`config.mk`:
```
export PLATFORM = sky130hd
export DESIGN_NAME = clock_input_selection_control
export DESIGN_NICKNAME = d
export VERILOG_FILES = /design/src/core/clksel_pkg.sv /design/src/core/holdoff_if.sv /design/src/core/holdoff_counter.sv /design/src/core/clock_input_selection_control.sv
export VERILOG_INCLUDE_DIRS = /design/src /design/src/core
export SDC_FILE = /design/constraint.sdc
export NUM_CORES = 1
export LEC_CHECK = 0
export ABC_AREA = 0
export BUFFER_PORTS_ARGS = -buffer_cell sky130_fd_sc_hd__clkbuf_2
export CORE_UTILIZATION = 45
export DETAILED_ROUTE_END_ITERATION = 10
export GPL_TIMING_DRIVEN = 0
export SKIP_LAST_GASP = 1
export SLEW_MARGIN = 25
export SYNTH_ARGS = -nofsm -noshare
export SYNTH_HDL_FRONTEND = slang
export SYNTH_SLANG_ARGS = --single-unit
```
`constraint.sdc`:
```
create_clock -name MCLK -period 5.35 [get_ports MCLK]
set_clock_uncertainty 0.2 [all_clocks]
set_input_delay 0.2675 -clock MCLK [delete_from_list [all_inputs] [get_ports MCLK]]
set_output_delay 0.2675 -clock MCLK [all_outputs]
set_load 0.03 [all_outputs]
```
`src/core/clksel_map.svh`:
```
// Purpose: Register map, field positions, reset values and counts.
// Assumes: Byte-wide register port, one register per address.
// Notes: Definitions only.
`ifndef CLKSEL_MAP_SVH
`define CLKSEL_MAP_SVH

`define ADDR_HOLDOVER_CTRL 8'h20
`define ADDR_MODE_CTRL 8'h21
`define ADDR_HOLDOFF_COUNT 8'h22
`define ADDR_HOLDOFF_DIV 8'h23

`define BIT_EXT_INT 0
`define BIT_HOLDOVER_CTRL 1
`define BIT_INT_SEL 0
`define BIT_MODE_LO 2
`define BIT_MODE_HI 3
`define BIT_REVERTIVE_ENABLE 4
`define BIT_DIV_LO 6
`define BIT_DIV_HI 7

`define RST_EXT_INT 1'h0
`define RST_HOLDOVER_CTRL 1'h0
`define RST_INT_SEL 1'h0
`define RST_MODE 2'h0
`define RST_REVERTIVE_ENABLE 1'h0
`define RST_HOLDOFF_COUNT 8'h80
`define RST_HOLDOFF_DIV 2'h2

`define DIV_CODE_15 2'h0
`define DIV_CODE_16 2'h1
`define PRESCALE_LAST_15 17'h07fff
`define PRESCALE_LAST_16 17'h0ffff
`define PRESCALE_LAST_17 17'h1ffff
`define PRESCALE_ONE 17'h00001
`define PRESCALE_ZERO 17'h00000
`define COUNT_ONE 8'h01
`define COUNT_ZERO 8'h00

`endif

```
`src/core/clksel_pkg.sv`:
```
// Purpose: Types shared by the clock input selection logic.
// Assumes: Constants come from clksel_map.svh.
// Notes: Enumerations only.
package clksel_pkg;

	typedef enum logic [1:0] {
		MODE_MANUAL,
		MODE_AUTO,
		MODE_SHORT_HOLDOVER,
		MODE_AUTO_HOLDOVER
	} selection_mode_t;

	typedef enum logic {
		ST_TRACK,
		ST_HOLDOFF
	} sel_state_t;

endpackage : clksel_pkg

```
`src/core/holdoff_if.sv`:
```
// Purpose: Carries hold-off counter control and status between modules.
// Assumes: One clock, MCLK.
// Notes: ctrl is the selection logic, cnt the counter.
`timescale 1ns/1ps
`default_nettype none

interface holdoff_if;
	logic enable;
	logic vcxo_tick;
	logic [7:0] setting;
	logic [1:0] divider;
	logic expire;
	logic [7:0] count;

	modport ctrl (output enable, output vcxo_tick, output setting,
		output divider, input expire, input count);
	modport cnt (input enable, input vcxo_tick, input setting,
		input divider, output expire, output count);
endinterface : holdoff_if

`default_nettype wire

```
`src/core/holdoff_counter.sv`:
```
// Purpose: Short-term holdover hold-off counter with VCXO prescaler.
// Assumes: vcxo_tick pulses once per VCXO period, synchronous to MCLK.
// Notes: Held at the setting whenever enable is low.
`timescale 1ns/1ps
`default_nettype none
`include "clksel_map.svh"

module holdoff_counter
(
	// Clock and reset
	input wire logic clk,
	input wire logic reset,
	// Counter link
	holdoff_if.cnt hif
);

	logic [16:0] prescale;
	logic [16:0] next_prescale;
	logic [7:0] count;
	logic [7:0] next_count;
	logic expire;
	logic next_expire;
	logic [16:0] last;

	always_comb
	begin
		case (hif.divider)
			`DIV_CODE_15: last = `PRESCALE_LAST_15;
			`DIV_CODE_16: last = `PRESCALE_LAST_16;
			default: last = `PRESCALE_LAST_17;
		endcase
	end

	always_comb
	begin
		next_prescale = prescale;
		next_count = count;
		next_expire = 1'b0;
		if (!hif.enable)
		begin
			next_prescale = `PRESCALE_ZERO;
			next_count = hif.setting;
		end
		else if (hif.vcxo_tick)
		begin
			// One count per 2^15, 2^16 or 2^17 VCXO pulses.
			if (prescale >= last)
			begin
				next_prescale = `PRESCALE_ZERO;
				// Reaching zero fires and reloads at once.
				if (count <= `COUNT_ONE)
				begin
					next_expire = 1'b1;
					next_count = hif.setting;
				end
				else
				begin
					next_count = count - `COUNT_ONE;
				end
			end
			else
			begin
				next_prescale = prescale + `PRESCALE_ONE;
			end
		end
	end

	always_ff @(posedge clk)
	begin
		if (reset)
		begin
			prescale <= `PRESCALE_ZERO;
			count <= `RST_HOLDOFF_COUNT;
			expire <= 1'b0;
		end
		else
		begin
			prescale <= next_prescale;
			count <= next_count;
			expire <= next_expire;
		end
	end

	assign hif.expire = expire;
	assign hif.count = count;

endmodule : holdoff_counter

`default_nettype wire

```
`src/core/clock_input_selection_control.sv`:
```
// Purpose: Chooses which of two redundant inputs feeds the first-stage PLL.
// Assumes: All inputs synchronous to MCLK; registers written by REG_WR.
// Notes: Priority is the primary designation; in the automatic modes the primary input is taken back by revertive reselection or on loss of the other input.
`timescale 1ns/1ps
`default_nettype none
`include "clksel_map.svh"

module clock_input_selection_control
	import clksel_pkg::*;
(
	// Clock and reset
	input wire logic MCLK,
	input wire logic RESET,
	// Register port
	input wire logic [7:0] REG_ADDR,
	input wire logic [7:0] REG_WDATA,
	input wire logic REG_WR,
	output logic [7:0] REG_RDATA,
	// Input status
	input wire logic EXT_SEL,
	input wire logic LOS0,
	input wire logic LOS1,
	input wire logic REVAL0,
	input wire logic REVAL1,
	input wire logic VCXO_TICK,
	// Selection outputs
	output logic REF_SEL,
	output logic HOLDOFF_ACTIVE,
	output logic FAILOVER
);

	logic ext_int;
	logic holdover_mode_control;
	logic revertive_enable;
	logic [1:0] selection_mode;
	logic int_sel;
	logic [7:0] holdoff_count;
	logic [1:0] holdoff_ref_divider;
	logic [7:0] rdata;
	logic next_ext_int;
	logic next_holdover_mode_control;
	logic next_revertive_enable;
	logic [1:0] next_selection_mode;
	logic next_int_sel;
	logic [7:0] next_holdoff_count;
	logic [1:0] next_holdoff_ref_divider;
	logic [7:0] next_rdata;

	sel_state_t state;
	sel_state_t next_state;
	logic cur;
	logic next_cur;
	logic swapped;
	logic next_swapped;
	logic failover;
	logic next_failover;

	selection_mode_t mode;
	logic sel_src;
	logic los_cur;
	logic los_other;
	logic los_primary;
	logic reval_other;

	holdoff_if hif ();

	holdoff_counter u_counter (
		.clk(MCLK),
		.reset(RESET),
		.hif(hif.cnt)
	);

	// Register file.
	always_comb
	begin
		next_ext_int = ext_int;
		next_holdover_mode_control = holdover_mode_control;
		next_revertive_enable = revertive_enable;
		next_selection_mode = selection_mode;
		next_int_sel = int_sel;
		next_holdoff_count = holdoff_count;
		next_holdoff_ref_divider = holdoff_ref_divider;
		if (REG_WR)
		begin
			case (REG_ADDR)
				`ADDR_HOLDOVER_CTRL:
				begin
					next_ext_int = REG_WDATA[`BIT_EXT_INT];
					next_holdover_mode_control =
						REG_WDATA[`BIT_HOLDOVER_CTRL];
				end
				`ADDR_MODE_CTRL:
				begin
					next_revertive_enable = REG_WDATA[`BIT_REVERTIVE_ENABLE];
					next_selection_mode =
						REG_WDATA[`BIT_MODE_HI:`BIT_MODE_LO];
					next_int_sel = REG_WDATA[`BIT_INT_SEL];
				end
				`ADDR_HOLDOFF_COUNT: next_holdoff_count = REG_WDATA;
				`ADDR_HOLDOFF_DIV:
				begin
					next_holdoff_ref_divider =
						REG_WDATA[`BIT_DIV_HI:`BIT_DIV_LO];
				end
				default: ;
			endcase
		end
		next_rdata = 8'h00;
		case (REG_ADDR)
			`ADDR_HOLDOVER_CTRL:
			begin
				next_rdata[`BIT_EXT_INT] = ext_int;
				next_rdata[`BIT_HOLDOVER_CTRL] = holdover_mode_control;
			end
			`ADDR_MODE_CTRL:
			begin
				next_rdata[`BIT_REVERTIVE_ENABLE] = revertive_enable;
				next_rdata[`BIT_MODE_HI:`BIT_MODE_LO] = selection_mode;
				next_rdata[`BIT_INT_SEL] = int_sel;
			end
			`ADDR_HOLDOFF_COUNT: next_rdata = holdoff_count;
			`ADDR_HOLDOFF_DIV:
			begin
				next_rdata[`BIT_DIV_HI:`BIT_DIV_LO] = holdoff_ref_divider;
			end
			default: next_rdata = 8'h00;
		endcase
	end

	always_ff @(posedge MCLK)
	begin
		if (RESET)
		begin
			ext_int <= `RST_EXT_INT;
			holdover_mode_control <= `RST_HOLDOVER_CTRL;
			revertive_enable <= `RST_REVERTIVE_ENABLE;
			selection_mode <= `RST_MODE;
			int_sel <= `RST_INT_SEL;
			holdoff_count <= `RST_HOLDOFF_COUNT;
			holdoff_ref_divider <= `RST_HOLDOFF_DIV;
			rdata <= 8'h00;
		end
		else
		begin
			ext_int <= next_ext_int;
			holdover_mode_control <= next_holdover_mode_control;
			revertive_enable <= next_revertive_enable;
			selection_mode <= next_selection_mode;
			int_sel <= next_int_sel;
			holdoff_count <= next_holdoff_count;
			holdoff_ref_divider <= next_holdoff_ref_divider;
			rdata <= next_rdata;
		end
	end

	// Effective mode and status of the inputs.
	always_comb
	begin
		// With holdover control clear the field has no effect.
		if (holdover_mode_control)
			mode = selection_mode_t'(selection_mode);
		else
			mode = MODE_MANUAL;
		sel_src = ext_int ? int_sel : EXT_SEL;
		los_cur = cur ? LOS1 : LOS0;
		los_other = cur ? LOS0 : LOS1;
		los_primary = sel_src ? LOS1 : LOS0;
		reval_other = cur ? REVAL0 : REVAL1;
	end

	// Selection state machine.
	always_comb
	begin
		next_state = state;
		next_cur = cur;
		next_swapped = swapped;
		next_failover = 1'b0;
		case (mode)
			MODE_MANUAL:
			begin
				next_state = ST_TRACK;
				next_swapped = 1'b0;
				next_cur = sel_src;
			end
			MODE_SHORT_HOLDOVER:
			begin
				next_cur = sel_src ^ swapped;
				if (state == ST_TRACK && los_cur)
					next_state = ST_HOLDOFF;
				else if (state == ST_HOLDOFF && hif.expire)
				begin
					next_state = ST_TRACK;
					next_swapped = ~swapped;
					next_cur = ~cur;
					next_failover = 1'b1;
				end
				else if (state == ST_HOLDOFF && !los_cur)
					next_state = ST_TRACK;
			end
			default:
			begin
				// Automatic modes: primary preferred, loss of the selected input with the other input good forces a switch, in MODE_AUTO_HOLDOVER only once the hold-off expires.
				next_swapped = 1'b0;
				if (state == ST_HOLDOFF)
				begin
					if (hif.expire)
					begin
						next_state = ST_TRACK;
						next_cur = ~cur;
						next_failover = 1'b1;
					end
					else if (!los_cur)
						next_state = ST_TRACK;
				end
				else if (los_cur && !los_other)
				begin
					if (mode == MODE_AUTO_HOLDOVER)
						next_state = ST_HOLDOFF;
					else
					begin
						next_cur = ~cur;
						next_failover = 1'b1;
					end
				end
				// Revertive reselection only in automatic modes.
				else if (reval_other && revertive_enable)
				begin
					next_cur = los_primary ? ~sel_src : sel_src;
				end
				// Without revertive switching the selection stays put.
				else
					next_cur = cur;
			end
		endcase
	end

	always_ff @(posedge MCLK)
	begin
		if (RESET)
		begin
			state <= ST_TRACK;
			cur <= 1'b0;
			swapped <= 1'b0;
			failover <= 1'b0;
		end
		else
		begin
			state <= next_state;
			cur <= next_cur;
			swapped <= next_swapped;
			failover <= next_failover;
		end
	end

	assign hif.enable = (state == ST_HOLDOFF);
	assign hif.vcxo_tick = VCXO_TICK;
	assign hif.setting = holdoff_count;
	assign hif.divider = holdoff_ref_divider;

	assign REG_RDATA = rdata;
	assign REF_SEL = cur;
	assign HOLDOFF_ACTIVE = (state == ST_HOLDOFF);
	assign FAILOVER = failover;

endmodule : clock_input_selection_control

`default_nettype wire

```
==> results of run 1 <==
## cells in the mapped netlist (2+ instances only)
library cell   n  area (um^2)
dfxtp_1       54         1080
nand2_1       38          143
nor2_1        33          124
a21oi_1       27          135
nand3_1       20          100
xor2_1        13          114
nor2_2        10         62.6
mux2i_1        9         90.1
nand4_1        9         56.3
clkbuf_1       7         26.3
o21ai_0        7         35.0
inv_1          6         22.5
ha_1           5         62.6
nand2b_1       5         31.3
nand3b_1       5         37.5
nor3_1         5         25.0
or3_1          4         25.0
xnor2_1        4         35.0
a21o_1         3         22.5
a21oi_2        3         26.3
a22oi_1        3         22.5
and4_1         3         26.3
nor2b_1        3         18.8
a211oi_1       2         15.0
a31oi_1        2         12.5
a41oi_1        2         17.5
buf_4          2         15.0
buf_6          2         22.5
o311ai_1       2         17.5
o31a_1         2         17.5
## worst max-delay path: cells and delay by family, from the launching register on
kind | cells | cell delay (ns)
adders and majority gates | 1 | 0.30
and+or+nand+nor | 3 | 0.32
AOI/OAI and AO/OA | 2 | 0.74
buffers and inverters | 3 | 0.40
DFF | 1 | 0.39
## worst paths after layout
kind / from / to / slack (ns)
max: hif.divider[1] / u_counter.prescale[11] / 2.96
min: REG_WDATA[4] / revertive_enable / 0.01
max reg2reg: hif.divider[1] / u_counter.prescale[11] / 2.96
min reg2reg: int_sel / int_sel / 0.28
## power breakdown
group,switching (mW),total [mW],internal [mW]
Sequential,0.000479,0.403,0.402
Combinational,0.0213,0.0383,0.0170
Clock,0.122,0.213,0.0905
## per-stage QoR
stage | hold slack [ns] | setup WS, ns | total power, mW | cell area [um^2]
6_report | 0.0137 | 2.96 | 0.654 | 3090
5_1_grt | 0.00454 | 2.77 | 0.685 | 3090
4_1_cts | 0.00381 | 2.93 | 0.664 | 3090
3_5_place_dp | 0.274 | 2.96 | 0.449 | 2990
3_3_place_gp | 0.261 | 3.01 | 0.448 | 2990
2_1_floorplan | 0.197 | 3.30 | 0.433 | 2730
## sequential cells by signal, indices dropped and copies added, names as in the netlist, 2 cells and up
name and flops:
u_counter.prescale 17, REG_RDATA 8, hif.setting 8, hif.divider 2
selection_mode 2, u_counter.hif.count 8
## final cells by class
type,count,share of cell area [%]
Multi-Input combinational cell,246,50.3
Sequential cell,54,34.9
Timing Repair Buffer,35,6.15
Tap cell,75,3.03
Clock buffer,7,2.47
Buffer,13,2.35
Inverter,6,0.728
## repair_timing
| action | CTS | global route |
|---|---|---|
| endpoints found under the hold margin | 3 | 0 |
| resized for setup | 0 | 0 |
| hold buffers | 3 | 0 |
## routing by layer
layer  wire length [um]  part of all wire (%)  track usage, %
met5                  0                     0               0
met4                 80                   1.3            7.14
met3                160                   2.7            4.11
met2               3040                    51            36.9
met1               2650                    45            23.6
## logic make-up (layout without fill, tap and decap cells)
logic type	count (synthesis)	count (layout)	synth area share [%]
simple gates	147	147	28.8
compound gates	67	67	16.8
flops	54	54	39.5
buf+inv	19	61	3.48
xor+xnor	17	17	5.45
mux	10	10	3.71
fa+ha+maj	5	5	2.29
==> run_results.csv, run 1 <==
group,metric,value,unit
yosys,post_synth_num_cell_types,59,
job,maxCapViolations,0,
detailed_routing,drtIter0Drc,112,
critical_path,worst-path-max-fanout,10,
pwr,ir_drop,102,uV
min_path,hp-class,"primary input to flip-flop",
sta,rsz0062_at_grt,"false",
floorplanning,die_w,79.9,um
final_layout,final_cells,436,
clocking,htreeDepth,2,
final_layout,area_delta_synth_final,13.2,%
critical_path,crit_required,5.40,ns
detailed_routing,routed_wl,5930,um
yosys,syn_avg_cell_area,8.57,um^2
critical_path,slowest_delay,0.60,ns
sta,setup_viol,0,
min_path,holdPathStages,3,
clocking,post-cts-setup-buffers,0,
final_layout,drive_gt1_share,18.8,%
final_layout,diodes,0,
detailed_routing,via_per_inst,5.50,
sta,slew_headroom,54.3,%
clocking,clk_latency,0.30,ns
yosys,async_reset_ff_share,0,%
pwr,cellPowerDensity,211,nW/um^2
final_layout,seqCellArea,1080,um^2
sta,fin_crit_sh,44.6,%
yosys,syn_area,2730,um^2
final_layout,fill_cells,592,
critical_path,endpoint_kind,"flip-flop",
detailed_routing,wl_per_cell,13.6,um
final_layout,fin_util,52.6,%
clocking,cts.reportedPaths.clkPinSlew,0.09,ns
grt,antenna_found_initial,0,
grt,grt_overflow_total,0,
floorplanning,initial_core_util,46.4,%
critical_path,cp.arrival,2.44,ns
detailed_routing,postRouteAntennaNets,0,
yosys,ys_seq_area_share,39.5,%
yosys,synthCells,319,
grt,grt_pass1_wl,10000,um
clocking,cts_tree,"built",
clocking,cts_max_path_buffers,2,
placement,gp_congestion,0.803,
yosys,ys_seq_elements,54,
critical_path,path_class,"flip-flop to flip-flop",
final_layout,final_cell_mix,"dfxtp_1 (54), nand2_1 (38), nor2_1 (33)",
sta,period_minus_slack,2.39,ns
grt,grt_pass1_vias,2214,
sta,hold_violations,0,
placement,dp.cells,426,
critical_path,crit_path_start_kind,"flip-flop",
sta,slew_violations,0,
floorplanning,io_pins,36,
detailed_routing,vias,2396,
yosys,synth_enable_flop_cells,0,
floorplanning,core_area,5890,um^2
sta,worst_pin_slew,0.685,ns
final_layout,nets,391,
pwr,p_leak,1.11,nW
placement,dp_hpwl,4420,um
grt,grt_start_max_net_pins,15,
yosys,synth_nets,349,
final_layout,multiInputGateArea,1560,um^2
detailed_routing,drc_errors,0,
sta,finalSetupTns,0,ns
placement,portBuffers,32,
floorplanning,die_h,79.9,um
yosys,yosys_warnings,0,
clocking,cts_buffers,5,
grt,track_usage,20.4,%
yosys,yosys_most_used_dff,"dfxtp_1",
critical_path,reg2reg_depth,9,
final_layout,final_common_cell,"dfxtp_1",
status,status,"complete, no violations",
detailed_routing,drt-pass1-iter-count,4,
clocking,cts_sinks,54,
floorplanning,dieArea,6390,um^2
critical_path,path_cells,"inv_1, ha_1, a21oi_1, nor2b_1, a211oi_2, nand2b_1, buf_4, buf_6, nor2_2",
floorplanning,rows,28,
critical_path,crit_slowest_cell,"a211oi_2",
clocking,root_buffer,"clkbuf_8",
sta,fmax,419,MHz
Power figures use the tool's default switching activity.
==> inputs of run 2 (changes only) <==
--- a/config.mk
+++ b/config.mk
@@ -6,11 +6,12 @@
 export SDC_FILE = /design/constraint.sdc
 export NUM_CORES = 1
 export LEC_CHECK = 0
-export ABC_AREA = 0
+export ABC_AREA = 1
 export BUFFER_PORTS_ARGS = -buffer_cell sky130_fd_sc_hd__clkbuf_2
 export CORE_UTILIZATION = 45
 export DETAILED_ROUTE_END_ITERATION = 10
 export GPL_TIMING_DRIVEN = 0
+export PLACE_DENSITY = 0.67
 export SKIP_LAST_GASP = 1
 export SLEW_MARGIN = 25
 export SYNTH_ARGS = -nofsm -noshare
==> constraint.sdc (replaced) <==
create_clock -name MCLK -period 2.05 [get_ports MCLK]
set_clock_uncertainty 0.2 [all_clocks]
set_input_delay 0.1025 -clock MCLK [delete_from_list [all_inputs] [get_ports MCLK]]
set_output_delay 0.1025 -clock MCLK [all_outputs]
set_load 0.03 [all_outputs]
==> run 2 against run 1 <==
Against the previous run:
- register-to-register slack got worse by 2.8 ns
- synthesized area up 1.5%
- combinational power increased to 2.8 times the previous value
- critical path depth down 3
- worst setup slack got worse by 2.8 ns
- critical path type is now primary input to flip-flop
==> run_results.csv, run 2 <==
group,metric,value,unit
yosys,yosys_most_used_dff,"dfxtp_1",
status,status,"complete, no violations",
yosys,post_synth_num_cell_types,34,
grt,grt_start_max_net_pins,19,
final_layout,fill_cells,586,
clocking,root_buffer,"clkbuf_8",
grt,grt_overflow_total,0,
critical_path,crit_path_start_kind,"primary input",
detailed_routing,drt-pass1-iter-count,4,
sta,rsz0062_at_grt,"false",
grt,grt_pass1_vias,2422,
critical_path,reg2reg_from,"hif.divider[1]",
sta,slew_violations,0,
critical_path,worst-path-max-fanout,8,
sta,worst_pin_slew,0.596,ns
yosys,synthCells,411,
detailed_routing,postRouteAntennaNets,0,
yosys,ys_seq_area_share,39.0,%
critical_path,path_cells,"dlygate4sd3_1, clkbuf_1, nor3b_2, nand2_1, dlygate4sd3_1, a21oi_1",
job,maxCapViolations,0,
critical_path,cp.arrival,2.00,ns
placement,gp_congestion,0.862,
final_layout,nets,497,
detailed_routing,vias,2680,
yosys,synth_common_cells,"nand2_1 (116), dfxtp_1 (54), nor2_1 (53)",
critical_path,crit_required,2.11,ns
min_path,min_from,"REG_ADDR[3]",
sta,slew_headroom,60.3,%
sta,whs,0.0149,ns
yosys,syn_avg_cell_area,6.75,um^2
yosys,synth_area_leader_cell,"dfxtp_1",
placement,portBuffers,34,
yosys,yosys_warnings,0,
floorplanning,initial_core_util,46.9,%
clocking,cts_tree,"built",
critical_path,endpoint_kind,"flip-flop",
final_layout,area_delta_synth_final,19.0,%
sta,fin_crit_sh,94.3,%
floorplanning,io_pins,36,
yosys,synth_nets,441,
detailed_routing,routed_wl,6240,um
sta,fmax,517,MHz
critical_path,crit_top_cell,"dlygate4sd3_1",
sta,finalSetupTns,0,ns
clocking,clk_latency,0.32,ns
critical_path,path_class,"primary input to flip-flop",
final_layout,drive_gt1_share,14.7,%
critical_path,crit_slowest_cell,"dlygate4sd3_1",
critical_path,path_buf_inv,3,
final_layout,finish.instance_area,3300,um^2
critical_path,slowest_delay,0.56,ns
yosys,synth_enable_flop_cells,0,
clocking,htreeDepth,2,
detailed_routing,via_per_inst,4.94,
final_layout,regMostFlops,"u_counter.prescale",
clocking,cts.reportedPaths.clkPinSlew,0.11,ns
final_layout,final_common_cell,"nand2_1",
clocking,cts_sinks,54,
pwr,cellPowerDensity,543,nW/um^2
detailed_routing,wl_per_cell,11.5,um
detailed_routing,drc_errors,0,
grt,track_usage,21.8,%
final_layout,final_cell_mix,"nand2_1 (115), dfxtp_1 (53), nor2_1 (52)",
floorplanning,die_h,80.5,um
min_path,hp-class,"primary input to flip-flop",
pwr,ir_drop,339,uV
sta,period_minus_slack,1.93,ns
final_layout,diodes,0,
yosys,yosys.area.top_type_share,39.0,%
yosys,yosysMostFrequentCell,"nand2_1",
critical_path,crit_start,"REG_WR",
detailed_routing,drtIter0Drc,157,
yosys,ys_seq_elements,54,
pwr,p_leak,1.41,nW
placement,place_area,3040,um^2
sta,setup_viol,0,
final_layout,largest_reg_flops,17,
yosys,synthTopCellsByArea,"dfxtp_1 (39%), nand2_1 (16%), nor2_1 (7.2%)",
grt,antenna_found_initial,0,
placement,dp_hpwl,4670,um
clocking,cts_max_path_buffers,2,
floorplanning,rows,28,
floorplanning,die_w,80.5,um
clocking,cts_buffers,5,
critical_path,cp_top_family,"buffers and inverters",
yosys,async_reset_ff_share,0,%
grt,grt_pass1_wl,10800,um
sta,hold_violations,0,
yosys,syn_area,2770,um^2
floorplanning,dieArea,6480,um^2
floorplanning,core_area,5920,um^2
-- run 2: cell type report --
class | count | area, um^2 | area share (%)
flip-flops and latches | 54 | 1080 | 32.8
clock inverters | 3 | 22.5 | 0.682
inverters | 43 | 161 | 4.89
clock buffers | 5 | 68.8 | 2.08
repair buffers | 50 | 328 | 9.93
plain buffers | 7 | 30.0 | 0.909
well taps | 75 | 93.8 | 2.84
multi-input cells | 306 | 1520 | 45.9
-- run 2: worst reg2reg max path, stage by stage, from the launching register on --
cell and delay (ns):
dfxtp_2 0.35, inv_1 0.05, ha_1 0.30, nand2_1 0.08, nor2_2 0.04, and2_1 0.14
nand2_2 0.09, nand3_2 0.09, nand2_4 0.16, nand2_2 0.10, nand2_1 0.08, nand3_1 0.06
-- run 2: stage by stage --
step / utilization (%) / setup slack [ns] / std cells / total power, mW
after global placement: 51.3 / 0.109 / 520 / 1.16
after detailed placement: 51.3 / 0.0705 / 520 / 1.16
after CTS: 55.4 / 0.0183 / 543 / 1.81
after floorplan: - / 0.323 / 411 / 1.12
final: 55.8 / 0.116 / 543 / 1.79
after global routing: 55.8 / 0.00214 / 543 / 1.86
-- run 2: kinds of logic after synthesis --
group | count (synthesis) | synth area share [%]
fa+ha+maj | 5 | 2.26
buf+inv | 51 | 7.31
flops | 54 | 39.0
xor+xnor | 11 | 3.47
compound gates | 46 | 8.84
simple gates | 244 | 39.2
-- run 2: power breakdown --
part / leakage [nW] / internal (mW) / switching [mW]
sequential: 0.435 / 1.05 / 0.00241
clock: 0.0489 / 0.248 / 0.386
combinational: 0.924 / 0.0475 / 0.0589
total: 1.41 / 1.35 / 0.447
-- run 2: worst paths after layout --
path / end / slack [ns] / cells past startpoint
max: ext_int / 0.12 / 6
min: holdover_mode_control / 0.01 / 6
max reg2reg: u_counter.hif.count[7] / 0.19 / 11
min reg2reg: REG_RDATA[7] / 0.28 / 2
-- run 2: repair_timing --
item | 4_1_cts | 5_1_grt
setup endpoints to repair | 0 | 19
hold buffers | 15 | 0
hold endpoints to repair | 25 | 0
buffers inserted | 0 | 1
resized for setup | 0 | 7
-- run 2: metal layers --
| layer | wire, um | up-vias | share of wire (%) | global-route usage, % |
|---|---|---|---|---|
| met5 | 0 | - | 0 | 0 |
| met4 | 80 | 0 | 1.3 | 6.79 |
| met3 | 239 | 5 | 3.8 | 4.09 |
| met2 | 2730 | 43 | 44 | 34.2 |
| li1 | - | 1430 | - | - |
| met1 | 3190 | 1202 | 51 | 29.8 |
==> inputs of run 3 (changes only) <==
--- a/config.mk
+++ b/config.mk
@@ -12,6 +12,7 @@
 export DETAILED_ROUTE_END_ITERATION = 10
 export GPL_TIMING_DRIVEN = 0
 export PLACE_DENSITY = 0.67
+export RECOVER_POWER = 25
 export SKIP_LAST_GASP = 1
 export SLEW_MARGIN = 25
 export SYNTH_ARGS = -nofsm -noshare
==> run 3 against run 2 <==
Against the previous run:
- sequential share of layout area up 0.15 points
- largest power group unchanged
- final area shrank 0.45%
- clock power about the same
- routed wire length hardly changed
- cell count stayed put
- worst setup slack hardly changed
- register-to-register slack is essentially flat
- die area is the same
- core utilization shrank 0.25 points
==> run_results.csv, run 3 (synthesized netlist as in run 2, its figures left out) <==
group,metric,value,unit
status,status,"complete, no violations",
final_layout,nets,497,
final_layout,multiInputGateArea,1520,um^2
detailed_routing,via_per_inst,4.94,
grt,antenna_found_initial,0,
placement,portBuffers,34,
detailed_routing,drtIter0Drc,181,
pwr,ir_drop,339,uV
pwr,p_leak,1.37,nW
sta,setup_viol,0,
detailed_routing,wl_per_cell,11.5,um
sta,rsz0062_at_grt,"false",
floorplanning,io_pins,36,
sta,finalSetupTns,0,ns
final_layout,drive_gt1_share,12.2,%
sta,fmax,517,MHz
detailed_routing,drt-pass1-iter-count,4,
grt,grt_pass1_wl,10800,um
grt,grt_pass1_vias,2422,
clocking,clk_latency,0.32,ns
clocking,cts_max_path_buffers,2,
floorplanning,die_w,80.5,um
final_layout,fill_cells,591,
critical_path,worst-path-max-fanout,8,
detailed_routing,postRouteAntennaNets,0,
floorplanning,rows,28,
critical_path,endpoint_kind,"flip-flop",
final_layout,fin_util,55.5,%
final_layout,largest_reg_flops,17,
min_path,hp-class,"primary input to flip-flop",
grt,grt_overflow_total,0,
critical_path,cp.arrival,2.00,ns
final_layout,finish.instance_area,3290,um^2
sta,period_minus_slack,1.93,ns
critical_path,crit_required,2.11,ns
clocking,cts_buffers,5,
sta,worst_pin_slew,0.597,ns
grt,grt_start_max_net_pins,19,
final_layout,seqCellArea,1080,um^2
critical_path,crit_path_start_kind,"primary input",
detailed_routing,drc_errors,0,
final_layout,diodes,0,
critical_path,path_class,"primary input to flip-flop",
sta,hold_violations,0,
floorplanning,die_h,80.5,um
placement,place_area,3040,um^2
final_layout,area_delta_synth_final,18.5,%
critical_path,reg2reg_depth,11,
floorplanning,dieArea,6480,um^2
grt,track_usage,21.8,%
detailed_routing,vias,2685,
placement,dp_hpwl,4670,um
sta,slew_headroom,60.2,%
detailed_routing,routed_wl,6240,um
pwr,cellPowerDensity,546,nW/um^2
floorplanning,initial_core_util,46.9,%
sta,fin_crit_sh,94.3,%
clocking,cts_sinks,54,
final_layout,final_cell_mix,"nand2_1 (115), dfxtp_1 (53), nor2_1 (52)",
floorplanning,core_area,5920,um^2
clocking,root_buffer,"clkbuf_8",
job,maxCapViolations,0,
clocking,cts.reportedPaths.clkPinSlew,0.11,ns
min_path,holdPathStages,6,
sta,slew_violations,0,
placement,gp_congestion,0.862,
final_layout,final_common_cell,"nand2_1",
final_layout,regMostFlops,"u_counter.prescale",
clocking,cts_tree,"built",
clocking,htreeDepth,2,
## run 3: changes by cell type in the layout (fill, tap and decap cells not counted)
| cell | change |
|---|---|
| clkbuf_1 | +12 |
| clkbuf_2 | -12 |
## run 3: cell type report
cell class / instances / area share (%)
multi-input combinational: 306 / 46.1
sequential: 54 / 32.9
timing repair buffer: 50 / 9.52
inverter: 43 / 4.91
tap: 75 / 2.85
clock buffer: 5 / 2.09
buffer: 7 / 0.914
clock inverter: 3 / 0.685
## run 3: worst paths after layout
kind,from,endpoint,slack [ns]
max,REG_WR,ext_int,0.12
min,REG_ADDR[3],holdover_mode_control,0.02
max reg2reg,hif.divider[1],u_counter.hif.count[7],0.18
min reg2reg,hif.divider[1],REG_RDATA[7],0.28
## run 3: per-layer routing
layer | GRT usage [%] | part of all wire, % | up-vias
met4 | 6.79 | 1.3 | 0
met3 | 4.09 | 2.9 | 6
li1 | - | - | 1431
met2 | 34.2 | 44 | 38
met1 | 29.8 | 52 | 1210
met5 | 0 | 0 | -
## run 3: power breakdown
part / switching [mW] / total, mW / internal [mW]
Sequential: 0.00237 / 1.05 / 1.05
Combinational: 0.0589 / 0.106 / 0.0470
Clock: 0.387 / 0.635 / 0.248
Total: 0.448 / 1.79 / 1.35
## run 3: timing repair
action,4_1_cts,5_1_grt
resized for setup,0,7
setup endpoints to repair,0,19
setup buffers,0,1
endpoints found under the hold margin,25,0
hold buffers,15,0
## run 3: metrics by stage
stage                     setup slack [ns]  power, mW  hold WS [ns]  instances
final                                0.117       1.79        0.0164        543
after global routing               0.00217       1.86        0.0463        543
after CTS                           0.0183       1.81       0.00951        543
after detailed placement            0.0705       1.16         0.130        520
after global placement               0.109       1.16         0.131        520
after floorplan                      0.323       1.12        0.0157        411
## run 3: critical path, cell delays in order
cell,delay [ns]
dlygate4sd3_1,0.52
clkbuf_1,0.28
nor3b_2,0.32
nand2_1,0.07
dlygate4sd3_1,0.56
a21oi_1,0.13
